[config.mk]
export PLATFORM = sky130hd
export DESIGN_NAME = tcmp_timer
export DESIGN_NICKNAME = d
export VERILOG_FILES = /design/src/tcmp_pkg.sv /design/src/tcmp_timer.sv /design/src/tcmp_prescale.sv /design/src/tcmp_axil.sv
export SDC_FILE = /design/constraint.sdc
export NUM_CORES = 1
export LEC_CHECK = 0
export BUFFER_PORTS_ARGS = -buffer_cell sky130_fd_sc_hd__buf_2
export CAP_MARGIN = 0
export CORE_ASPECT_RATIO = 1.1
export CORE_MARGIN = 4
export CORE_UTILIZATION = 45
export DETAILED_ROUTE_END_ITERATION = 6
export PLACE_DENSITY_LB_ADDON = 0.2
export RECOVER_POWER = 25
export SYNTH_ARGS = -nofsm -noshare
export SYNTH_HDL_FRONTEND = slang
export SYNTH_SLANG_ARGS = --single-unit
[constraint.sdc]
create_clock -name aclk -period 3.07 [get_ports aclk]
set_input_delay 0.921 -clock aclk [delete_from_list [all_inputs] [get_ports aclk]]
set_output_delay 0.921 -clock aclk [all_outputs]
set_load 0.02 [all_outputs]
[src/tcmp_pkg.sv]
package tcmp_pkg;

    // register byte addresses
    localparam logic [7:0] ADDR_CTRL      = 8'h00;
    localparam logic [7:0] ADDR_COUNT     = 8'h04;
    localparam logic [7:0] ADDR_CMP_HI    = 8'h08;
    localparam logic [7:0] ADDR_CMP_A_LO  = 8'h0C;
    localparam logic [7:0] ADDR_CMP_B_LO  = 8'h10;
    localparam logic [7:0] ADDR_CAPTURE   = 8'h14;
    localparam logic [7:0] ADDR_FLAGS     = 8'h18;
    localparam logic [7:0] ADDR_STROBE    = 8'h1C;
    localparam logic [7:0] ADDR_PORT      = 8'h20;

    // control field positions
    localparam int CTRL_WGM_LSB   = 0;
    localparam int CTRL_COMA_LSB  = 4;
    localparam int CTRL_COMB_LSB  = 6;
    localparam int CTRL_PRESC_LSB = 8;

    // flag positions
    localparam int FLAG_OVF  = 0;
    localparam int FLAG_CMPA = 1;
    localparam int FLAG_CMPB = 2;
    localparam int FLAG_CAP  = 3;

    // strobe and port positions
    localparam int STRB_FORCE_A = 0;
    localparam int STRB_FORCE_B = 1;
    localparam int PORT_VAL_A   = 0;
    localparam int PORT_VAL_B   = 1;
    localparam int PORT_DIR_A   = 2;
    localparam int PORT_DIR_B   = 3;

    localparam logic [3:0]  WGM_NORMAL   = 4'h0;
    localparam logic [3:0]  WGM_CTC_CMPA = 4'h4;
    localparam logic [3:0]  WGM_CTC_CAP  = 4'hC;
    localparam logic [1:0]  COM_OFF      = 2'h0;
    localparam logic [1:0]  COM_TOGGLE   = 2'h1;
    localparam logic [1:0]  COM_CLEAR    = 2'h2;
    localparam logic [1:0]  COM_SET      = 2'h3;
    localparam logic [15:0] COUNT_MAX    = 16'hFFFF;
    localparam logic [15:0] COUNT_BOTTOM = 16'h0000;
    localparam logic [31:0] RESET_WORD   = 32'h0000_0000;
    localparam logic [1:0]  RESP_OKAY    = 2'h0;
    localparam logic [1:0]  RESP_SLVERR  = 2'h2;

    // prescale selects: 0 stop, 1 div1, 2 div8, 3 div64, 4 div256, 5 div1024
    localparam logic [2:0]  PRESC_STOP   = 3'h0;
    localparam logic [9:0]  DIV_8_MASK    = 10'h007;
    localparam logic [9:0]  DIV_64_MASK   = 10'h03F;
    localparam logic [9:0]  DIV_256_MASK  = 10'h0FF;
    localparam logic [9:0]  DIV_1024_MASK = 10'h3FF;

    typedef struct packed {
        logic [3:0] wgm;
        logic [1:0] com_a;
        logic [1:0] com_b;
        logic [2:0] presc;
    } tcmp_ctrl_t;

    typedef struct packed {
        logic [7:0]  awaddr;
        logic        aw_full;
        logic [31:0] wdata;
        logic [3:0]  wstrb;
        logic        w_full;
        logic        bvalid;
        logic [1:0]  bresp;
        logic        rvalid;
        logic [31:0] rdata;
        logic [1:0]  rresp;
    } tcmp_bus_t;

    typedef struct packed {
        logic [7:0]  addr;
        logic [31:0] data;
        logic [3:0]  strb;
    } tcmp_wr_t;

endpackage

[src/tcmp_timer.sv]
`timescale 1ns/1ps
// Function
// - force strobe updates output, no flag/clear
// - counter write blocks next-tick compare matches
// - counter loaded with top skips that match
// - output register kept across mode changes
// - output action bits act immediately, unbuffered
// - reset clears output register to zero
// - nonzero action replaces port value on pin
// - action zero leaves output register unchanged
// - action bits never touch capture logic
// - counting depends only on generation mode
// - normal mode counts up, wraps at max
// - overflow flag set as counter wraps from max to zero
// - clear-on-match clears at A or capture
// - top match sets A or capture flag
// - no top buffering; missed top wraps first
// - toggle action halves match frequency
// - clear-on-match overflow set at max wrap
// - timer clock prescale 1/8/64/256/1024
// - match sets compare flag next tick
// - high byte staged, low write commits both
// - compare writes unbuffered in these modes
// - compare flag cleared by ack or one-write
module tcmp_timer
    import tcmp_pkg::*;
(
    input  wire logic        aclk,
    input  wire logic        aresetn,
    input  wire logic [7:0]  s_axi_awaddr,
    input  wire logic        s_axi_awvalid,
    output logic             s_axi_awready,
    input  wire logic [31:0] s_axi_wdata,
    input  wire logic [3:0]  s_axi_wstrb,
    input  wire logic        s_axi_wvalid,
    output logic             s_axi_wready,
    output logic [1:0]       s_axi_bresp,
    output logic             s_axi_bvalid,
    input  wire logic        s_axi_bready,
    input  wire logic [7:0]  s_axi_araddr,
    input  wire logic        s_axi_arvalid,
    output logic             s_axi_arready,
    output logic [31:0]      s_axi_rdata,
    output logic [1:0]       s_axi_rresp,
    output logic             s_axi_rvalid,
    input  wire logic        s_axi_rready,
    input  wire logic        capture_pin,
    input  wire logic        ovf_int_ack,
    input  wire logic        cmpa_int_ack,
    input  wire logic        cmpb_int_ack,
    input  wire logic        cap_int_ack,
    output logic [3:0]       flags,
    output logic             pin_a_out,
    output logic             pin_a_oe,
    output logic             pin_b_out,
    output logic             pin_b_oe
);

    typedef struct packed {
        tcmp_ctrl_t  ctrl;
        logic [15:0] timer_count;
        logic [15:0] compare_value_a;
        logic [15:0] compare_value_b;
        logic [15:0] capture_value;
        logic [7:0]  temp_hi;
        logic        block_match;
        logic [3:0]  flag;
        logic [1:0]  compare_output_reg;
        logic [3:0]  port;
        logic        pin_a_out;
        logic        pin_a_oe;
        logic        pin_b_out;
        logic        pin_b_oe;
        logic [2:0]  cap_sync;
    } tcmp_state_t;

    tcmp_state_t r;
    tcmp_state_t next_r;
    logic        tick;
    logic        wr_en;
    tcmp_wr_t    wr;
    logic        wr_ok;
    logic [7:0]  rd_addr;
    logic [31:0] rd_data;
    logic        rd_ok;
    logic        ctc_mode;
    logic [15:0] top;
    logic        top_hit;
    logic [1:0]  match;
    logic [1:0]  force_strobe;
    logic [1:0]  com [2];
    logic        cap_edge;
    logic [3:0]  flag_clr;
    logic [3:0]  flag_set;

    ////////////////////////////////////////////////////////////////////////////
    tcmp_prescale u_prescale
    (
        .aclk    (aclk),
        .aresetn (aresetn),
        .presc   (r.ctrl.presc),
        .tick    (tick)
    );

    tcmp_axil u_axil
    (
        .aclk          (aclk),
        .aresetn       (aresetn),
        .s_axi_awaddr  (s_axi_awaddr),
        .s_axi_awvalid (s_axi_awvalid),
        .s_axi_awready (s_axi_awready),
        .s_axi_wdata   (s_axi_wdata),
        .s_axi_wstrb   (s_axi_wstrb),
        .s_axi_wvalid  (s_axi_wvalid),
        .s_axi_wready  (s_axi_wready),
        .s_axi_bresp   (s_axi_bresp),
        .s_axi_bvalid  (s_axi_bvalid),
        .s_axi_bready  (s_axi_bready),
        .s_axi_araddr  (s_axi_araddr),
        .s_axi_arvalid (s_axi_arvalid),
        .s_axi_arready (s_axi_arready),
        .s_axi_rdata   (s_axi_rdata),
        .s_axi_rresp   (s_axi_rresp),
        .s_axi_rvalid  (s_axi_rvalid),
        .s_axi_rready  (s_axi_rready),
        .wr_en         (wr_en),
        .wr            (wr),
        .wr_ok         (wr_ok),
        .rd_addr       (rd_addr),
        .rd_data       (rd_data),
        .rd_ok         (rd_ok)
    );

    ////////////////////////////////////////////////////////////////////////////
    assign ctc_mode = (r.ctrl.wgm == WGM_CTC_CMPA) || (r.ctrl.wgm == WGM_CTC_CAP);
    // top comes straight from the live register, no buffer
    assign top      = (r.ctrl.wgm == WGM_CTC_CAP) ? r.capture_value : r.compare_value_a;
    // compare hits are suppressed one tick after a counter write
    assign match[0] = (r.timer_count == r.compare_value_a) && !r.block_match;
    assign match[1] = (r.timer_count == r.compare_value_b) && !r.block_match;
    assign top_hit  = ctc_mode && (r.timer_count == top) && !r.block_match;
    assign com[0]   = r.ctrl.com_a;
    assign com[1]   = r.ctrl.com_b;
    assign force_strobe[0] = wr_en && (wr.addr == ADDR_STROBE) && wr.strb[0] && wr.data[STRB_FORCE_A];
    assign force_strobe[1] = wr_en && (wr.addr == ADDR_STROBE) && wr.strb[0] && wr.data[STRB_FORCE_B];
    // capture edge sees only synchronised pin, never action bits
    assign cap_edge = r.cap_sync[1] && !r.cap_sync[2] && (r.ctrl.wgm != WGM_CTC_CAP);
    assign flag_clr = (wr_en && (wr.addr == ADDR_FLAGS) && wr.strb[0]) ? wr.data[3:0] : 4'h0;

    always_comb
    begin
        case (wr.addr)
            ADDR_CTRL, ADDR_COUNT, ADDR_CMP_HI, ADDR_CMP_A_LO, ADDR_CMP_B_LO,
            ADDR_CAPTURE, ADDR_FLAGS, ADDR_STROBE, ADDR_PORT: wr_ok = 1'b1;
            default: wr_ok = 1'b0;
        endcase
        rd_ok = 1'b1;
        case (rd_addr)
            ADDR_CTRL:     rd_data = {21'h0, r.ctrl.presc, r.ctrl.com_b, r.ctrl.com_a, r.ctrl.wgm};
            ADDR_COUNT:    rd_data = {16'h0, r.timer_count};
            ADDR_CMP_HI:   rd_data = {24'h0, r.temp_hi};
            ADDR_CMP_A_LO: rd_data = {16'h0, r.compare_value_a};
            ADDR_CMP_B_LO: rd_data = {16'h0, r.compare_value_b};
            ADDR_CAPTURE:  rd_data = {16'h0, r.capture_value};
            ADDR_FLAGS:    rd_data = {28'h0, r.flag};
            ADDR_STROBE:   rd_data = RESET_WORD;
            ADDR_PORT:     rd_data = {26'h0, r.compare_output_reg, r.port};
            default:
            begin
                rd_data = RESET_WORD;
                rd_ok   = 1'b0;
            end
        endcase
    end

    ////////////////////////////////////////////////////////////////////////////
    always_comb
    begin
        next_r = r;
        flag_set = 4'h0;
        next_r.cap_sync = {r.cap_sync[1:0], capture_pin};

        // counter: sequence chosen by generation mode alone
        if (tick)
        begin
            next_r.block_match = 1'b0;
            if (top_hit)
                next_r.timer_count = COUNT_BOTTOM;
            else
                next_r.timer_count = r.timer_count + 16'h0001;
            // wrap from max sets overflow with zero count
            // match flags rise with the output update
            flag_set = {top_hit && (r.ctrl.wgm == WGM_CTC_CAP), match, r.timer_count == COUNT_MAX};
        end

        // output waveform on match or force; mode changes leave it be
        for (int i = 0; i < 2; i++)
        begin
            if ((tick && match[i]) || force_strobe[i])
            begin
                case (com[i])
                    COM_TOGGLE: next_r.compare_output_reg[i] = !r.compare_output_reg[i];
                    COM_CLEAR:  next_r.compare_output_reg[i] = 1'b0;
                    COM_SET:    next_r.compare_output_reg[i] = 1'b1;
                    default:    next_r.compare_output_reg[i] = r.compare_output_reg[i];
                endcase
            end
        end

        if (cap_edge)
        begin
            next_r.capture_value   = r.timer_count;
            flag_set[FLAG_CAP]     = 1'b1;
        end

        // clears by ack or one-write; a set in the same cycle wins
        next_r.flag = (r.flag & ~(flag_clr | {cap_int_ack, cmpb_int_ack, cmpa_int_ack, ovf_int_ack})) | flag_set;

        if (wr_en && wr.strb[0])
        begin
            case (wr.addr)
                ADDR_CTRL:
                begin
                    next_r.ctrl.wgm   = wr.data[CTRL_WGM_LSB +: 4];
                    next_r.ctrl.com_a = wr.data[CTRL_COMA_LSB +: 2];
                    next_r.ctrl.com_b = wr.data[CTRL_COMB_LSB +: 2];
                end
                ADDR_COUNT:
                begin
                    next_r.timer_count = {r.temp_hi, wr.data[7:0]};
                    next_r.block_match = 1'b1;
                end
                ADDR_CMP_HI:   next_r.temp_hi = wr.data[7:0];
                ADDR_CMP_A_LO: next_r.compare_value_a = {r.temp_hi, wr.data[7:0]};
                ADDR_CMP_B_LO: next_r.compare_value_b = {r.temp_hi, wr.data[7:0]};
                ADDR_CAPTURE:
                    if (r.ctrl.wgm == WGM_CTC_CAP)
                        next_r.capture_value = {r.temp_hi, wr.data[7:0]};
                ADDR_PORT:     next_r.port = wr.data[3:0];
                default:       next_r.port = r.port;
            endcase
        end
        if (wr_en && wr.strb[1] && wr.addr == ADDR_CTRL)
            next_r.ctrl.presc = wr.data[CTRL_PRESC_LSB +: 3];

        // pin mux: nonzero action overrides port, direction stays with port bit
        next_r.pin_a_out = (r.ctrl.com_a != COM_OFF) ? r.compare_output_reg[0] : r.port[PORT_VAL_A];
        next_r.pin_b_out = (r.ctrl.com_b != COM_OFF) ? r.compare_output_reg[1] : r.port[PORT_VAL_B];
        next_r.pin_a_oe  = r.port[PORT_DIR_A];
        next_r.pin_b_oe  = r.port[PORT_DIR_B];
    end

    always_ff @(posedge aclk)
    begin
        if (!aresetn)
            r <= '0;
        else
            r <= next_r;
    end

    assign flags     = r.flag;
    assign pin_a_out = r.pin_a_out;
    assign pin_a_oe  = r.pin_a_oe;
    assign pin_b_out = r.pin_b_out;
    assign pin_b_oe  = r.pin_b_oe;

endmodule

[src/tcmp_prescale.sv]
`timescale 1ns/1ps
module tcmp_prescale
    import tcmp_pkg::*;
(
    input  wire logic       aclk,
    input  wire logic       aresetn,
    input  wire logic [2:0] presc,
    output logic            tick
);

    typedef struct packed {
        logic [9:0] div;
        logic       tick;
    } tcmp_presc_state_t;

    tcmp_presc_state_t r;
    tcmp_presc_state_t next_r;
    logic [9:0]        mask;

    always_comb
    begin
        next_r = r;
        case (presc)
            3'h1:    mask = 10'h000;
            3'h2:    mask = DIV_8_MASK;
            3'h3:    mask = DIV_64_MASK;
            3'h4:    mask = DIV_256_MASK;
            default: mask = DIV_1024_MASK;
        endcase
        next_r.div  = r.div + 10'h001;
        // selected division 1/8/64/256/1024
        next_r.tick = (presc != PRESC_STOP) && (presc <= 3'h5) && ((r.div & mask) == 10'h000);
    end

    always_ff @(posedge aclk)
    begin
        if (!aresetn)
            r <= '0;
        else
            r <= next_r;
    end

    assign tick = r.tick;

endmodule

[src/tcmp_axil.sv]
`timescale 1ns/1ps
module tcmp_axil
    import tcmp_pkg::*;
(
    input  wire logic        aclk,
    input  wire logic        aresetn,
    input  wire logic [7:0]  s_axi_awaddr,
    input  wire logic        s_axi_awvalid,
    output logic             s_axi_awready,
    input  wire logic [31:0] s_axi_wdata,
    input  wire logic [3:0]  s_axi_wstrb,
    input  wire logic        s_axi_wvalid,
    output logic             s_axi_wready,
    output logic [1:0]       s_axi_bresp,
    output logic             s_axi_bvalid,
    input  wire logic        s_axi_bready,
    input  wire logic [7:0]  s_axi_araddr,
    input  wire logic        s_axi_arvalid,
    output logic             s_axi_arready,
    output logic [31:0]      s_axi_rdata,
    output logic [1:0]       s_axi_rresp,
    output logic             s_axi_rvalid,
    input  wire logic        s_axi_rready,
    output logic             wr_en,
    output tcmp_wr_t         wr,
    input  wire logic        wr_ok,
    output logic [7:0]       rd_addr,
    input  wire logic [31:0] rd_data,
    input  wire logic        rd_ok
);

    tcmp_bus_t r;
    tcmp_bus_t next_r;
    logic      do_wr;
    logic      do_rd;

    // write fires once both halves are held and no response is pending
    assign do_wr = r.aw_full && r.w_full && !r.bvalid;
    assign do_rd = s_axi_arvalid && !r.rvalid;

    always_comb
    begin
        next_r = r;
        if (s_axi_awvalid && !r.aw_full)
        begin
            next_r.aw_full = 1'b1;
            next_r.awaddr  = s_axi_awaddr;
        end
        if (s_axi_wvalid && !r.w_full)
        begin
            next_r.w_full = 1'b1;
            next_r.wdata  = s_axi_wdata;
            next_r.wstrb  = s_axi_wstrb;
        end
        if (do_wr)
        begin
            next_r.aw_full = 1'b0;
            next_r.w_full  = 1'b0;
            next_r.bvalid  = 1'b1;
            next_r.bresp   = wr_ok ? RESP_OKAY : RESP_SLVERR;
        end
        else if (r.bvalid && s_axi_bready)
            next_r.bvalid = 1'b0;
        if (do_rd)
        begin
            next_r.rvalid = 1'b1;
            next_r.rdata  = rd_ok ? rd_data : RESET_WORD;
            next_r.rresp  = rd_ok ? RESP_OKAY : RESP_SLVERR;
        end
        else if (r.rvalid && s_axi_rready)
            next_r.rvalid = 1'b0;
    end

    always_ff @(posedge aclk)
    begin
        if (!aresetn)
            r <= '0;
        else
            r <= next_r;
    end

    assign s_axi_awready = !r.aw_full;
    assign s_axi_wready  = !r.w_full;
    assign s_axi_bvalid  = r.bvalid;
    assign s_axi_bresp   = r.bresp;
    assign s_axi_arready = !r.rvalid;
    assign s_axi_rvalid  = r.rvalid;
    assign s_axi_rdata   = r.rdata;
    assign s_axi_rresp   = r.rresp;
    assign wr_en         = do_wr;
    assign wr.addr       = r.awaddr;
    assign wr.data       = r.wdata;
    assign wr.strb       = r.wstrb;
    assign rd_addr       = s_axi_araddr;

endmodule

==> impl_summary.log <==
[metrics] status: finished clean
[metrics] TNS Setup: 0 ps
[metrics] number of port buffers: 71
[metrics] number of flops mapped to enable cells by yosys: 0
[metrics] crit path capture type: register
[metrics] clock latency reported for the late side of the worst-skew pair: 430 ps
[metrics] startpoint kind of the worst setup timing path: register
[metrics] ant diodes: 0
[metrics] flip-flop and latch count after synthesis: about 160
[metrics] post-route met1 wirelength: roughly 11,000 microns
[metrics] endpoint of the worst-slack reg-to-reg timing path: r[86]$_SDFF_PN0_
[metrics] overall die width: 134 microns
[metrics] starting utilization of the core area: 46.1%
[metrics] Worst Skew: around 11 ps
[metrics] arrival time reported for the critical path endpoint: roughly 3100 ps
[metrics] final critical-path share of the clock period: around 92%
[metrics] wire length on met3: 1520 microns
[metrics] half-perimeter wire length of the detailed placement result: ~17,000 microns
[metrics] unrepaired setup endpoints after global routing: false
[metrics] flop-to-flop setup slack: approximately 240 ps
[metrics] worst-margin pin slew: 1320 ps
[metrics] root buffer cell: sky130_fd_sc_hd__clkbuf_16
[metrics] setup repair bufs after CTS: 0
[metrics] vias in the first global route: 6,378
[metrics] CTS clk-pin slew, worst paths: 70 ps
[metrics] share of synthesized registers carrying an async set or reset: 0%
[metrics] GRT Util Overall: approximately a quarter
[metrics] depth of the worst register-to-register path: 6
[metrics] count of hold-fix buffers inserted at cts: 0
[metrics] shortest period the worst path allows: between 2000 and 3000 ps
[metrics] number of detailed-route iterations in the first pass: 7
[metrics] number of pins with negative max-slew slack in the final report: 0
[metrics] synthesized area per cell: just over 8 sq um
[metrics] minimum hold slack: 435 ps
[metrics] final-report hold violation count: 0
[metrics] startpoint of the lowest-slack register-to-register path: r[98]$_SDFFE_PN0P_
[metrics] most common cell after layout, fill and taps aside: sky130_fd_sc_hd__dfxtp_1
[metrics] clock tree from TritonCTS: yes
[metrics] number of antenna violations at the first check in global routing: 0
[metrics] proportion of layout cells with a drive suffix above 1: between 10% and 20%
[metrics] Peak supply drop: 0.000400 V
[metrics] number of buffers inserted during clock tree synthesis: 17
[metrics] number of top-level design ports: 113
[metrics] H-Tree Depth: 4
[metrics] critical path required time: approximately 3300 ps
[metrics] final setup vio count: 0
[metrics] DRT antenna net count: 0
[metrics] Max Used Layer: met4
[metrics] maximum frequency from static timing analysis: 353 MHz
[metrics] CTS sink cnt: around 160
[metrics] commonest non-fill, non-tap cells in the layout: sky130_fd_sc_hd__dfxtp_1, sky130_fd_sc_hd__nand2_1, sky130_fd_sc_hd__nor2_1, sky130_fd_sc_hd__a21oi_1, sky130_fd_sc_hd__buf_2
[metrics] pin count of the biggest net entering global routing: a little over 60
[metrics] Hold Path Sink: next_r[2]$_SDFF_PN0_
[metrics] sequential share of the synthesized area: slightly below 40%
[metrics] site row count: 50
[metrics] WL/cell: 19.4 microns
[metrics] Hold/Removal Path Class: register to register
[metrics] max-capacitance violation count: 0
[metrics] maximum fanout encountered on the critical timing path: 7
[metrics] first-pass GRT wire length: roughly 37,000 microns
[metrics] total wirelength of the detailed-routed design: between 20,000 and 25,000 microns
[metrics] die outline area: 19,800 sq um
[metrics] leakage power of the design: between 3 and 4 nW
[metrics] Final #Nets: approximately 1,100
[metrics] met2 WL: between 10,000 and 15,000 microns
[metrics] WHS Path Cells: 1
[metrics] power density normalized to cell area: between 500 and 600 nW/um^2
[metrics] area inside the core boundary: ~17,000 sq um
[metrics] final routed DRC violation total: 0
[metrics] source of the worst hold timing path: next_r[1]$_SDFF_PN0_
[metrics] Final GP Congestion: roughly 0.97
[metrics] Die Y-Extent: between 100 and 150 microns
[metrics] Top FF cell, synth: sky130_fd_sc_hd__dfxtp_1
[metrics] Slew HR: a little under an eighth
[metrics] netlist area before placement: 7910 sq um
[metrics] Yosys cell types: 62
[metrics] Crit Path Class: register to register
[metrics] number of vias after detailed routing: around 7,000
[metrics] Synthesis Warnings: 0
[metrics] Longest Clk Path Bufs: 2
[metrics] drt first-iter violations: 714
[metrics] Area Growth Syn to Fin: 11.6%
[metrics] cells after synthesis: about 950
[metrics] Remaining Overflow, GRT: 0
[metrics] cells resized by post-CTS repair: 0
[metrics] Vias/cell: between 5 and 6
cells by family (layout without fill, tap and decap cells):
kind of cell	Yosys count	count (layout)	synth area share, %
simple gates	345	345	20.4
compound gates	197	197	16.3
flops	155	155	39.2
buf+inv	127	155	8.58
mux	67	67	8.53
xor+xnor	60	60	6.65
fa+ha+maj	2	2	0.316
other cells	1	18	0.0474
worst max-delay path by stage:
stage / endpoint / slack [ps] / start
3_3_place_gp: r[84]$_SDFF_PN0_ / 330 / r[98]$_SDFFE_PN0P_
6_report: r[86]$_SDFF_PN0_ / 240 / r[98]$_SDFFE_PN0P_
4_1_cts: r[86]$_SDFF_PN0_ / 220 / r[98]$_SDFFE_PN0P_
5_1_grt: r[86]$_SDFF_PN0_ / 120 / r[98]$_SDFFE_PN0P_
2_1_floorplan: u_axil.s_axi_rdata[7]$_SDFFE_PN0P_ / 350 / s_axi_araddr[3]
3_5_place_dp: r[86]$_SDFF_PN0_ / 230 / r[98]$_SDFFE_PN0P_
metrics by stage:
stage,util (%),power [mW],setup WS (ps),cells,area [sq um]
2_1_floorplan,-,2.49,350,971,7970
3_3_place_gp,48.3,2.61,329,1201,8270
3_5_place_dp,48.3,2.61,229,1201,8270
4_1_cts,51.5,4.65,215,1233,8840
5_1_grt,51.5,4.79,120,1233,8830
6_report,51.5,4.62,240,1233,8830
routing by layer:
layer / track usage [%] / vias up
met5: 0 / -
met4: 10.9 / 0
met2: 37.2 / 259
met3: 3.42 / 60
met1: 32.9 / 3241
li1: - / 3323
report_power, final:
part	total, mW	internal (mW)	switching, mW
Clock	2.04	1.14	0.901
Combinational	0.433	0.171	0.262
Sequential	2.14	2.06	0.0823
Total	4.62	3.37	1.25
state kept, by name, indices dropped and copies added, names as in the netlist, 2 cells and up:
| name | flops |
|---|---|
| com | 4 |
| flags | 4 |
| u_axil.s_axi_rdata | 16 |
| u_prescale.r | 10 |
| r | 85 |
| u_axil.r | 2 |
| next_r | 4 |
| u_axil.wr | 21 |
final cells by class:
cell class                 count  area (sq um)
clock buffer                  20           437
clock inverter                12           128
fill                        1712          8320
inverter                      19          73.8
multi-input combinational    689          4200
sequential                   155          3100
tap                          234           293
timing repair buffer         104           588
synth_stat cells (all sizes together), types with 14 or more instances:
master,count,area [sq um]
a211oi,17,128
a21oi,74,370
a22oi,32,240
buf,60,427
clkbuf,48,180
dfxtp,155,3100
inv,19,71.3
mux2i,64,641
nand2,143,537
nand3,16,80.1
nor2,93,349
nor3,14,70.1
o21ai,31,155
xnor2,19,166
xor2,41,359
worst max-delay path: stages, from the launching register on:
cell                        delay (ps)
sky130_fd_sc_hd__dfxtp_1           340
sky130_fd_sc_hd__nand4bb_2         450
sky130_fd_sc_hd__nor4_1            440
sky130_fd_sc_hd__a21oi_1            90
sky130_fd_sc_hd__or4_4             560
sky130_fd_sc_hd__o41ai_4           580
sky130_fd_sc_hd__o21ai_0           200
Note: power is estimated with default switching activity, not from simulation.
